==> src/pkg/charger_port_mode_consts.svh <==
// Offsets, field positions, reset values and timing counts
`ifndef CHARGER_PORT_MODE_CONSTS_SVH
`define CHARGER_PORT_MODE_CONSTS_SVH
// ****************************************************
// Register offsets
// ****************************************************
`define OFS_MODE     8'h00
`define OFS_VLOW     8'h06
`define OFS_VHIGH    8'h07
`define OFS_GATE     8'h1C
`define OFS_CLKGATE  8'h27
`define OFS_ROLE     8'h28
`define OFS_LOOP     8'h2D
`define OFS_STANDBY  8'h2E
`define OFS_EVENT    8'h30
`define OFS_PRESENCE 8'h36
// ****************************************************
// Field positions
// ****************************************************
`define B_REVERSE    0
`define B_FBSEL      1
`define B_FORCE_DISCONTINUOUS       2
`define B_CCM        3
`define B_CONV_EN    4
`define B_LOAD       5
`define B_GATE_A     0
`define B_GATE_B     1
`define B_MON_EN     2
`define B_GATE_C1    3
`define B_GATE_C2    4
`define B_CLKDIS     0
`define B_PORTB_DIR  2
`define B_CC_LOOP    4
`define B_STANDBY    7
// ****************************************************
// Reset values
// ****************************************************
`define RST_MODE     8'h04
`define RST_VCODE    12'h916
`define RST_ZERO     8'h00
`define RST_I2C_ADDR 7'h2A
// ****************************************************
// Timing
// ****************************************************
`define CLK_KHZ        50000
`define SCAN_PERIOD_US 1000
`define SCAN_CYCLES    (`SCAN_PERIOD_US * `CLK_KHZ / 1000)
`define CORE_CLK_KHZ   8000
`define CORE_HALF_CYC  (`CLK_KHZ / (2 * `CORE_CLK_KHZ))
`endif

==> src/pkg/charger_port_mode_pkg.sv <==
// Types shared by the charger port and mode control block
package charger_port_mode_pkg;
    typedef enum logic [2:0] {
        PM_SHUTDOWN = 3'b000,
        PM_STANDBY  = 3'b001,
        PM_NOCLOCK  = 3'b010,
        PM_NODCDC   = 3'b011,
        PM_NORMAL   = 3'b100
    } power_mode_t;
    typedef enum logic [1:0] {
        CM_AUTO = 2'b00,
        CM_PFM  = 2'b01,
        CM_CCM  = 2'b10,
        CM_DCM  = 2'b11
    } conduction_t;
    typedef enum logic [3:0] {
        I_IDLE  = 4'b0000,
        I_ADDR  = 4'b0001,
        I_AACK  = 4'b0010,
        I_REG   = 4'b0011,
        I_RACKW = 4'b0100,
        I_WDATA = 4'b0101,
        I_WACK  = 4'b0110,
        I_TX    = 4'b0111,
        I_TXACK = 4'b1000
    } i2c_state_t;
    typedef struct packed {
        logic       en;
        logic [7:0] addr;
        logic [7:0] data;
    } reg_wr_t;
    typedef struct packed {
        logic portALow;
        logic portBLow;
        logic portBSrc;
        logic c1Src;
        logic c2Src;
        logic smallCur;
        logic attached;
    } port_sense_t;
    typedef struct packed {
        logic c2;
        logic c1;
        logic b;
        logic a;
    } port_set_t;
endpackage : charger_port_mode_pkg

==> src/core/charger_port_mode_control.sv <==
// Two-wire register bank, port control and power mode decode
`include "charger_port_mode_consts.svh"
module charger_port_mode_control
    import charger_port_mode_pkg::*;
#(
    parameter logic [6:0] I2C_ADDR    = `RST_I2C_ADDR, // Arbitrary value
    parameter int         SCAN_CYCLES = `SCAN_CYCLES,
    parameter int         CORE_HALF   = `CORE_HALF_CYC
) (
    input  wire logic        clk,
    input  wire logic        rstn,
    input  wire logic        sclIn,
    input  wire logic        sdaIn,
    output logic             sdaOut,
    output logic             sdaOe,
    input  wire port_sense_t senseIn,
    input  wire port_set_t   portFault,
    output logic             reverseOutputEnable,
    output logic             feedbackSourceSelect,
    output logic [11:0]      busVoltageCode,
    output logic             busCcLoopEnable,
    output conduction_t      conductionMode,
    output logic             portBDirection,
    output logic [1:0]       typecRoleField,
    output port_set_t        portGateDriver,
    output logic             analogMonitorEnable,
    output logic [3:0]       analogMonitorSelect,
    output power_mode_t      powerMode,
    output logic             converterRun,
    output logic             coreClkOut
);
    localparam int SW = $clog2(SCAN_CYCLES + 1);
    localparam int CW = $clog2(CORE_HALF + 1);
    if (SCAN_CYCLES < 2 || CORE_HALF < 1) begin : bad_params
        $error("Scan or core divider count too small");
    end

    // ****************************************************
    // Input synchronisers
    // ****************************************************
    logic        sclS1, sclS2, sclS3, sdaS1, sdaS2, sdaS3;
    port_sense_t senseS1, senseS2, senseScan;
    port_set_t   faultS1, faultS2;
    // Two flops on every outside level, third for edges
    always_ff @(posedge clk) begin
        if (!rstn) begin
            {sclS1, sclS2, sclS3} <= 3'h7;
            {sdaS1, sdaS2, sdaS3} <= 3'h7;
            senseS1 <= '0;
            senseS2 <= '0;
            faultS1 <= '0;
            faultS2 <= '0;
        end else begin
            {sclS1, sclS2, sclS3} <= {sclIn, sclS1, sclS2};
            {sdaS1, sdaS2, sdaS3} <= {sdaIn, sdaS1, sdaS2};
            senseS1 <= senseIn;
            senseS2 <= senseS1;
            faultS1 <= portFault;
            faultS2 <= faultS1;
        end
    end
    wire sclRise   = sclS2 & ~sclS3;
    wire sclFall   = ~sclS2 & sclS3;
    wire startCond = sclS2 & sclS3 & ~sdaS2 & sdaS3;
    wire stopCond  = sclS2 & sclS3 & sdaS2 & ~sdaS3;

    // ****************************************************
    // Slow scan tick
    // ****************************************************
    logic [SW-1:0] scanCnt;
    logic          scanTick;
    // One-millisecond pacing of port detection sampling
    always_ff @(posedge clk) begin
        if (!rstn) begin
            scanCnt   <= '0;
            scanTick  <= 1'b0;
            senseScan <= '0;
        end else begin
            scanTick <= (scanCnt == SW'(SCAN_CYCLES - 1));
            scanCnt  <= (scanCnt == SW'(SCAN_CYCLES - 1)) ? '0
                                                          : scanCnt + 1'b1;
            if (scanTick) begin
                senseScan <= senseS2;
            end
        end
    end

    // ****************************************************
    // Two-wire slave
    // ****************************************************
    i2c_state_t ist;
    logic [3:0] bitCnt;
    logic [7:0] rxShift, txShift, ptr, rdData;
    logic       isRead, nack, sdaOeReg;
    reg_wr_t    wr;
    // Start, address, pointer, write bytes, read bytes
    always_ff @(posedge clk) begin
        wr.en <= 1'b0;
        if (!rstn) begin
            ist      <= I_IDLE;
            bitCnt   <= 4'h0;
            rxShift  <= 8'h00;
            txShift  <= 8'h00;
            ptr      <= 8'h00;
            isRead   <= 1'b0;
            nack     <= 1'b0;
            sdaOeReg <= 1'b0;
            wr       <= '0;
        end else if (startCond) begin
            ist      <= I_ADDR;
            bitCnt   <= 4'h0;
            sdaOeReg <= 1'b0;
        end else if (stopCond) begin
            ist      <= I_IDLE;
            sdaOeReg <= 1'b0;
        end else if (sclRise) begin
            if (ist == I_ADDR || ist == I_REG || ist == I_WDATA) begin
                rxShift <= {rxShift[6:0], sdaS2};
                bitCnt  <= bitCnt + 4'h1;
            end
            if (ist == I_TXACK) begin
                nack <= sdaS2;
            end
        end else if (sclFall) begin
            case (ist)
                I_ADDR: if (bitCnt == 4'h8) begin
                    bitCnt <= 4'h0;
                    if (rxShift[7:1] == I2C_ADDR) begin
                        isRead   <= rxShift[0];
                        sdaOeReg <= 1'b1;
                        ist      <= I_AACK;
                    end else begin
                        ist <= I_IDLE;
                    end
                end
                I_AACK, I_TXACK: if (ist == I_AACK && !isRead) begin
                    sdaOeReg <= 1'b0;
                    ist      <= I_REG;
                end else if (ist == I_TXACK && nack) begin
                    sdaOeReg <= 1'b0;
                    ist      <= I_IDLE;
                end else begin
                    txShift  <= {rdData[6:0], 1'b0};
                    sdaOeReg <= ~rdData[7];
                    bitCnt   <= 4'h1;
                    ptr      <= ptr + 8'h01;
                    ist      <= I_TX;
                end
                I_REG: if (bitCnt == 4'h8) begin
                    bitCnt   <= 4'h0;
                    ptr      <= rxShift;
                    sdaOeReg <= 1'b1;
                    ist      <= I_RACKW;
                end
                I_RACKW, I_WACK: begin
                    sdaOeReg <= 1'b0;
                    ist      <= I_WDATA;
                end
                I_WDATA: if (bitCnt == 4'h8) begin
                    bitCnt   <= 4'h0;
                    wr       <= '{en: 1'b1, addr: ptr, data: rxShift};
                    ptr      <= ptr + 8'h01;
                    sdaOeReg <= 1'b1;
                    ist      <= I_WACK;
                end
                I_TX: if (bitCnt == 4'h8) begin
                    bitCnt   <= 4'h0;
                    sdaOeReg <= 1'b0;
                    ist      <= I_TXACK;
                end else begin
                    sdaOeReg <= ~txShift[7];
                    txShift  <= {txShift[6:0], 1'b0};
                    bitCnt   <= bitCnt + 4'h1;
                end
                default: ist <= I_IDLE;
            endcase
        end
    end
    assign sdaOe = sdaOeReg;
    // Open-drain data: only ever pulls low
    always_ff @(posedge clk) begin
        sdaOut <= 1'b0;
    end

    // ****************************************************
    // Control registers
    // ****************************************************
    logic [7:0] mode_reg, vLow_reg, vHigh_reg, gate_reg, clk_reg;
    logic [7:0] role_reg, loop_reg, stby_reg;
    logic [2:0] evt_reg, evt_next;
    wire        isLoad = wr.en && wr.addr == `OFS_MODE && wr.data[`B_LOAD];
    // Software writes; load bit is a strobe and reads zero
    always_ff @(posedge clk) begin
        if (!rstn) begin
            mode_reg  <= `RST_MODE;
            vLow_reg  <= 8'(`RST_VCODE & 12'h0FF);
            vHigh_reg <= 8'(`RST_VCODE >> 8);
            gate_reg  <= `RST_ZERO;
            clk_reg   <= `RST_ZERO;
            role_reg  <= `RST_ZERO;
            loop_reg  <= `RST_ZERO;
            stby_reg  <= `RST_ZERO;
        end else if (wr.en) begin
            case (wr.addr)
                `OFS_MODE:    mode_reg  <= wr.data & 8'h1F;
                `OFS_VLOW:    vLow_reg  <= wr.data;
                `OFS_VHIGH:   vHigh_reg <= wr.data & 8'h0F;
                `OFS_GATE:    gate_reg  <= wr.data & 8'h1F;
                `OFS_CLKGATE: clk_reg   <= wr.data & 8'h01;
                `OFS_ROLE:    role_reg  <= wr.data & 8'h07;
                `OFS_LOOP:    loop_reg  <= wr.data & 8'h1F;
                `OFS_STANDBY: stby_reg  <= wr.data;
                default:      ;
            endcase
        end
    end

    // Active target changes only on the load strobe
    always_ff @(posedge clk) begin
        if (!rstn) begin
            busVoltageCode <= `RST_VCODE;
        end else if (isLoad && !mode_reg[`B_FBSEL]) begin
            busVoltageCode <= {vHigh_reg[3:0], vLow_reg};
        end
    end

    // ****************************************************
    // Mode, port and monitor decode
    // ****************************************************
    wire rev      = mode_reg[`B_REVERSE];
    wire convEn   = mode_reg[`B_CONV_EN];
    wire activity = senseS2.attached & ~stby_reg[`B_STANDBY];
    wire allowB   = role_reg[`B_PORTB_DIR] ^ rev;
    power_mode_t pmNext;
    conduction_t cmNext;
    port_set_t   gateNext;
    // Five power modes from activity, clock disable, enable
    always_comb begin
        if (!activity) begin
            pmNext = convEn ? PM_STANDBY : PM_SHUTDOWN;
        end else if (clk_reg[`B_CLKDIS]) begin
            pmNext = PM_NOCLOCK;
        end else if (!convEn) begin
            pmNext = PM_NODCDC;
        end else begin
            pmNext = PM_NORMAL;
        end
    end
    // Conduction choice, force-discontinuous first
    always_comb begin
        if (mode_reg[`B_FORCE_DISCONTINUOUS]) begin
            cmNext = CM_DCM;
        end else if (mode_reg[`B_CCM]) begin
            cmNext = CM_CCM;
        end else if (rev) begin
            cmNext = CM_PFM;
        end else begin
            cmNext = CM_AUTO;
        end
    end
    // Gate on only if enabled, direction legal, no fault
    always_comb begin
        gateNext.a  = gate_reg[`B_GATE_A] & rev & ~faultS2.a;
        gateNext.b  = gate_reg[`B_GATE_B] & allowB & ~faultS2.b;
        gateNext.c1 = gate_reg[`B_GATE_C1] & ~faultS2.c1;
        gateNext.c2 = gate_reg[`B_GATE_C2] & ~faultS2.c2;
    end
    // Registered control outputs
    always_ff @(posedge clk) begin
        if (!rstn) begin
            reverseOutputEnable  <= 1'b0;
            feedbackSourceSelect <= 1'b0;
            busCcLoopEnable      <= 1'b0;
            conductionMode       <= CM_DCM;
            portBDirection       <= 1'b0;
            typecRoleField       <= 2'b00;
            portGateDriver       <= '0;
            analogMonitorEnable  <= 1'b0;
            analogMonitorSelect  <= 4'h0;
            powerMode            <= PM_SHUTDOWN;
            converterRun         <= 1'b0;
        end else begin
            reverseOutputEnable  <= rev;
            feedbackSourceSelect <= mode_reg[`B_FBSEL];
            busCcLoopEnable      <= loop_reg[`B_CC_LOOP];
            conductionMode       <= cmNext;
            portBDirection       <= role_reg[`B_PORTB_DIR];
            typecRoleField       <= role_reg[1:0];
            portGateDriver       <= gateNext;
            analogMonitorEnable  <= gate_reg[`B_MON_EN];
            analogMonitorSelect  <= loop_reg[3:0];
            powerMode            <= pmNext;
            converterRun         <= (pmNext == PM_NORMAL);
        end
    end

    // ****************************************************
    // Core clock divider
    // ****************************************************
    logic [CW-1:0] coreCnt;
    wire coreAlive = (powerMode == PM_NODCDC) || (powerMode == PM_NORMAL);
    // Divides to nominal core rate, frozen when clock disabled
    always_ff @(posedge clk) begin
        if (!rstn) begin
            coreCnt    <= '0;
            coreClkOut <= 1'b0;
        end else if (coreAlive) begin
            coreCnt <= (coreCnt == CW'(CORE_HALF - 1)) ? '0 : coreCnt + 1'b1;
            if (coreCnt == CW'(CORE_HALF - 1)) begin
                coreClkOut <= ~coreClkOut;
            end
        end
    end

    // ****************************************************
    // Event flags, write one to clear, set wins
    // ****************************************************
    logic [2:0] evtSet;
    always_comb begin
        evtSet[0] = ~portGateDriver.a & senseScan.portALow;
        evtSet[1] = ~portBDirection & ~portGateDriver.b
                  & senseScan.portBLow;
        evtSet[2] = reverseOutputEnable & converterRun
                  & senseS2.smallCur;
        evt_next  = evt_reg;
        if (wr.en && wr.addr == `OFS_EVENT) begin
            evt_next = evt_next & ~wr.data[2:0];
        end
        evt_next = evt_next | evtSet;
    end
    always_ff @(posedge clk) begin
        if (!rstn) begin
            evt_reg <= 3'h0;
        end else begin
            evt_reg <= evt_next;
        end
    end

    // Read mux for the slave
    always_comb begin
        case (ptr)
            `OFS_MODE:     rdData = mode_reg;
            `OFS_VLOW:     rdData = vLow_reg;
            `OFS_VHIGH:    rdData = vHigh_reg;
            `OFS_GATE:     rdData = gate_reg;
            `OFS_CLKGATE:  rdData = clk_reg;
            `OFS_ROLE:     rdData = role_reg;
            `OFS_LOOP:     rdData = loop_reg;
            `OFS_STANDBY:  rdData = stby_reg;
            `OFS_EVENT:    rdData = {5'h00, evt_reg};
            `OFS_PRESENCE: rdData = {1'b0, powerMode, activity,
                                     senseScan.c2Src, senseScan.c1Src,
                                     senseScan.portBSrc & portBDirection};
            default:       rdData = 8'h00;
        endcase
    end
endmodule : charger_port_mode_control

==> config.mk <==
export PLATFORM = sky130hd
export DESIGN_NAME = charger_port_mode_control
export DESIGN_NICKNAME = d
export VERILOG_FILES = /design/src/pkg/charger_port_mode_pkg.sv /design/src/core/charger_port_mode_control.sv
export VERILOG_INCLUDE_DIRS = /design/src /design/src/pkg
export SDC_FILE = /design/constraint.sdc
export NUM_CORES = 1
export LEC_CHECK = 0
export ABC_AREA = 1
export ABC_CLOCK_PERIOD_IN_PS = 1600
export BUFFER_PORTS_ARGS = -buffer_cell sky130_fd_sc_hd__buf_4
export CORE_MARGIN = 1.5
export CORE_UTILIZATION = 40
export CTS_CLUSTER_SIZE = 40
export DETAILED_ROUTE_END_ITERATION = 10
export SYNTH_ARGS = -nofsm -noshare
export SYNTH_HDL_FRONTEND = slang
export SYNTH_SLANG_ARGS = --single-unit
==> constraint.sdc <==
create_clock -name clk -period 1.6 [get_ports clk]
set_clock_uncertainty 0.05 [all_clocks]
set_input_delay 0.08 -clock clk [delete_from_list [all_inputs] [get_ports clk]]
set_output_delay 0.08 -clock clk [all_outputs]
set_load 0.05 [all_outputs]
==> metrics.md <==
| Metric | Value |
|---|---|
| Crit start category | flop |
| Net Count, Synth | 1064 |
| CP Buf/Inv Count | 3 |
| Post-synthesis sequential area ratio | 0.467 |
| Setup violations, final | 37 |
| Hold WC Path Type | in2reg |
| Core area | 18800 um2 |
| PD cells | 824 nW/um2 |
| Drt via density | 5.03 |
| Inst Count DP | 1395 |
| Final cell count without fillers | 1477 |
| Clock root cell | clkbuf_16 |
| Dominant cell type by area after synthesis | dfxtp_1 |
| Max reg flops | 17 |
| Inserted Clock Buffers | 17 |
| Max VDD drop | 772 uV |
| H-tree levels | 4 |
| Wire length per cell | 15.3 um |
| Mean area per synthesized cell | 7.38 um2 |
| Ranking of synthesized cells by area | dfxtp_1 (47%), nand2_1 (10%), inv_1 (6.9%), nor2_1 (6.4%), a21oi_1 (5.1%) |
| Reg area | 3630 um2 |
| Asr flop ratio synth | 0 |
| Crit share post-route | 1.08 |
| Clock-pin transition on the worst setup and hold timing paths | 0.07 ns |
| Final Slew Violations | 0 |
| Max cap viols | 0 |
| Failing checks | negative setup slack |
| Post-synth EDFFs | 0 |
| Initial DRC count | 449 |
| Mapped cell area | 7670 um2 |
| First-pass GRT wire length | 34.3 mm |
| Biggest regs | wr x17, scanCnt x16, busVoltageCode x12 |
| Die Y | 141 um |
| Vias in the first global route | 6724 |
| Initial Utilization | 0.409 |
| Gr ovfl total | 0 |
| RSZ-0062 raised after global routing | true |
| CP top delay family | simple AND/OR/NAND/NOR gates |
| GP Congestion | 0.936 |
| Clock sink count | 179 |
| Drc violations | 0 |
| Fraction of layout cells with a size suffix above 1 | 0.348 |
| Worst relative slew slack | 0.665 |
| Setup WS post-layout | -0.123 ns |
| Final core utilization | 0.580 |
| Worst setup EP type | flop |
| Global Route Usage Sum | 0.219 |
| Post-Synthesis Cells | 1039 |
| Antenna violations before repair | 0 |
| Status | finished with violations |
| Crit-path cells | inv_2 > nor2_4 > nand3_4 > nor4_4 > buf_6 > buf_12 > nor2_4 > a211oi_2 |
| # IOs | 51 |
| Die width | 141 um |
| Number of buffers inserted by port buffering | 49 |
| Via count | 7425 |
| #FFs+latches synth | 179 |
| Worst-Margin Slew | 0.502 ns |
| Highest clock rate | 580 MHz |
| Critical Path RT | 1.89 ns |
| Area grow syn2layout | 41.8% |
| Fill count | 1712 |
| Final-report hold violation count | 0 |
| Largest net degree at the start of global routing | 83 |
| Die area | 20000 um2 |
| Tmin final | 1.72 ns |
| Yosys warns | 0 |
| Worst EP arrival | 2.02 ns |
| Slowest CP cell | dfxtp_4 |
| P_leak | 4.77 nW |
| Clk buf depth | 2 |
| Slowest stage delay, CP | 0.38 ns |
| Post-DP HPWL | 14.9 mm |
| Post-Route WL | 22.6 mm |
| Antenna Nets Post-Route | 0 |
| Biggest register | wr |
| Multi-input logic area | 4020 um2 |
| Pre-antenna DRT Iters | 5 |
| CP Max Fanout | 8 |
| Row cnt | 50 |
| Most frequent CP cell | nor2_4 |
| CTS tree | yes |
| Diode count | 0 |
| Nets | 1256 |
| Commonest non-fill, non-tap cell in the layout | nand2_1 |
| Main synth FF type | dfxtp_1 |
| WHS | 0.0610 ns |
| Distinct cells, synth | 39 |
| Clock latency on the worst-skew pair | 0.43 ns |
| Synth top area share | 0.467 |
| Crit Path Class | reg2reg |
| Most frequent cells in the layout | nand2_1 (184), buf_4 (161), dfxtp_1 (153), inv_1 (114), nor2_1 (99) |
worst register-to-register path: cells and delay by family (launching register included):
family,cells,cell delay [ns]
buf+inv,3,0.36
compound gates,1,0.19
simple gates,4,0.66
flops,1,0.38
where the power goes:
part | switching [mW] | total [mW] | internal [mW]
registers | 0.0289 | 4.52 | 4.49
logic | 0.242 | 0.420 | 0.178
clock network | 1.96 | 4.02 | 2.06
synth_stat cells (4+ instances only):
cell,count
dfxtp_1,179
nor2_1,130
nand3_1,65
buf_4,5
clkbuf_1,21
o22ai_1,5
inv_2,7
or2_2,7
o211ai_1,7
a21oi_1,78
a211oi_1,9
a211oi_2,14
ha_1,10
o21ai_0,77
xor2_1,4
nor2_2,4
inv_1,140
nand4_1,14
nand2_1,210
nor4_1,4
nor3_1,19
metrics by stage:
step                      power [mW]  setup WS [ns]  setup TNS [ns]  area, um2
final                           8.96         -0.123           -2.04      10900
after global routing            9.24         -0.203           -5.96      10900
after global placement          4.95         -0.270           -2.87       9020
after floorplan                 4.82        0.00784               0       7690
after detailed placement        4.95         -0.249           -3.47       9020
after CTS                       8.98         -0.120           -1.76      10200
cells by family after synthesis:
logic type                 synth area share
and+or+nand+nor                       0.269
AOI/OAI and AO/OA                     0.146
buffers and inverters                0.0925
DFF                                   0.467
adders and majority gates            0.0163
xor gates and xnor gates            0.00799
other                              0.000489
layer usage:
metal,up-vias,wire length (um),track usage
met1,3440,10400,0.300
met3,44,1090,0.0425
li1,3746,-,-
met4,0,546,0.0798
met2,195,10500,0.344
met5,-,0,0
worst paths after layout:
check | to | start | slack [ns] | cells past startpoint
setup / recovery | wr[3] | ist[2] | -0.12 | 8
hold / removal | sdaS3 | rstn | 0.06 | 3
setup reg to reg | wr[3] | ist[2] | -0.12 | 8
hold reg to reg | portGateDriver[3] | faultS2[3] | 0.34 | 1
timing repair:
| item | CTS | global route |
|---|---|---|
| endpoints found under the setup margin | 45 | 91 |
| pin swaps | 25 | 66 |
| cloned | 4 | 1 |
| endpoints found under the hold margin | 13 | 0 |
| hold buffers | 13 | 0 |
| buffers inserted | 15 | 20 |
| resized for setup | 91 | 171 |
cell type report:
| cell class | count | share of cell area |
|---|---|---|
| clock buffer | 17 | 0.0391 |
| clock inverter | 14 | 0.0129 |
| inverter | 147 | 0.0523 |
| multi-input combinational | 681 | 0.370 |
| sequential | 179 | 0.334 |
| tap | 234 | 0.0269 |
| timing repair buffer | 205 | 0.165 |
No activity file was read; power rests on OpenSTA's default activity.
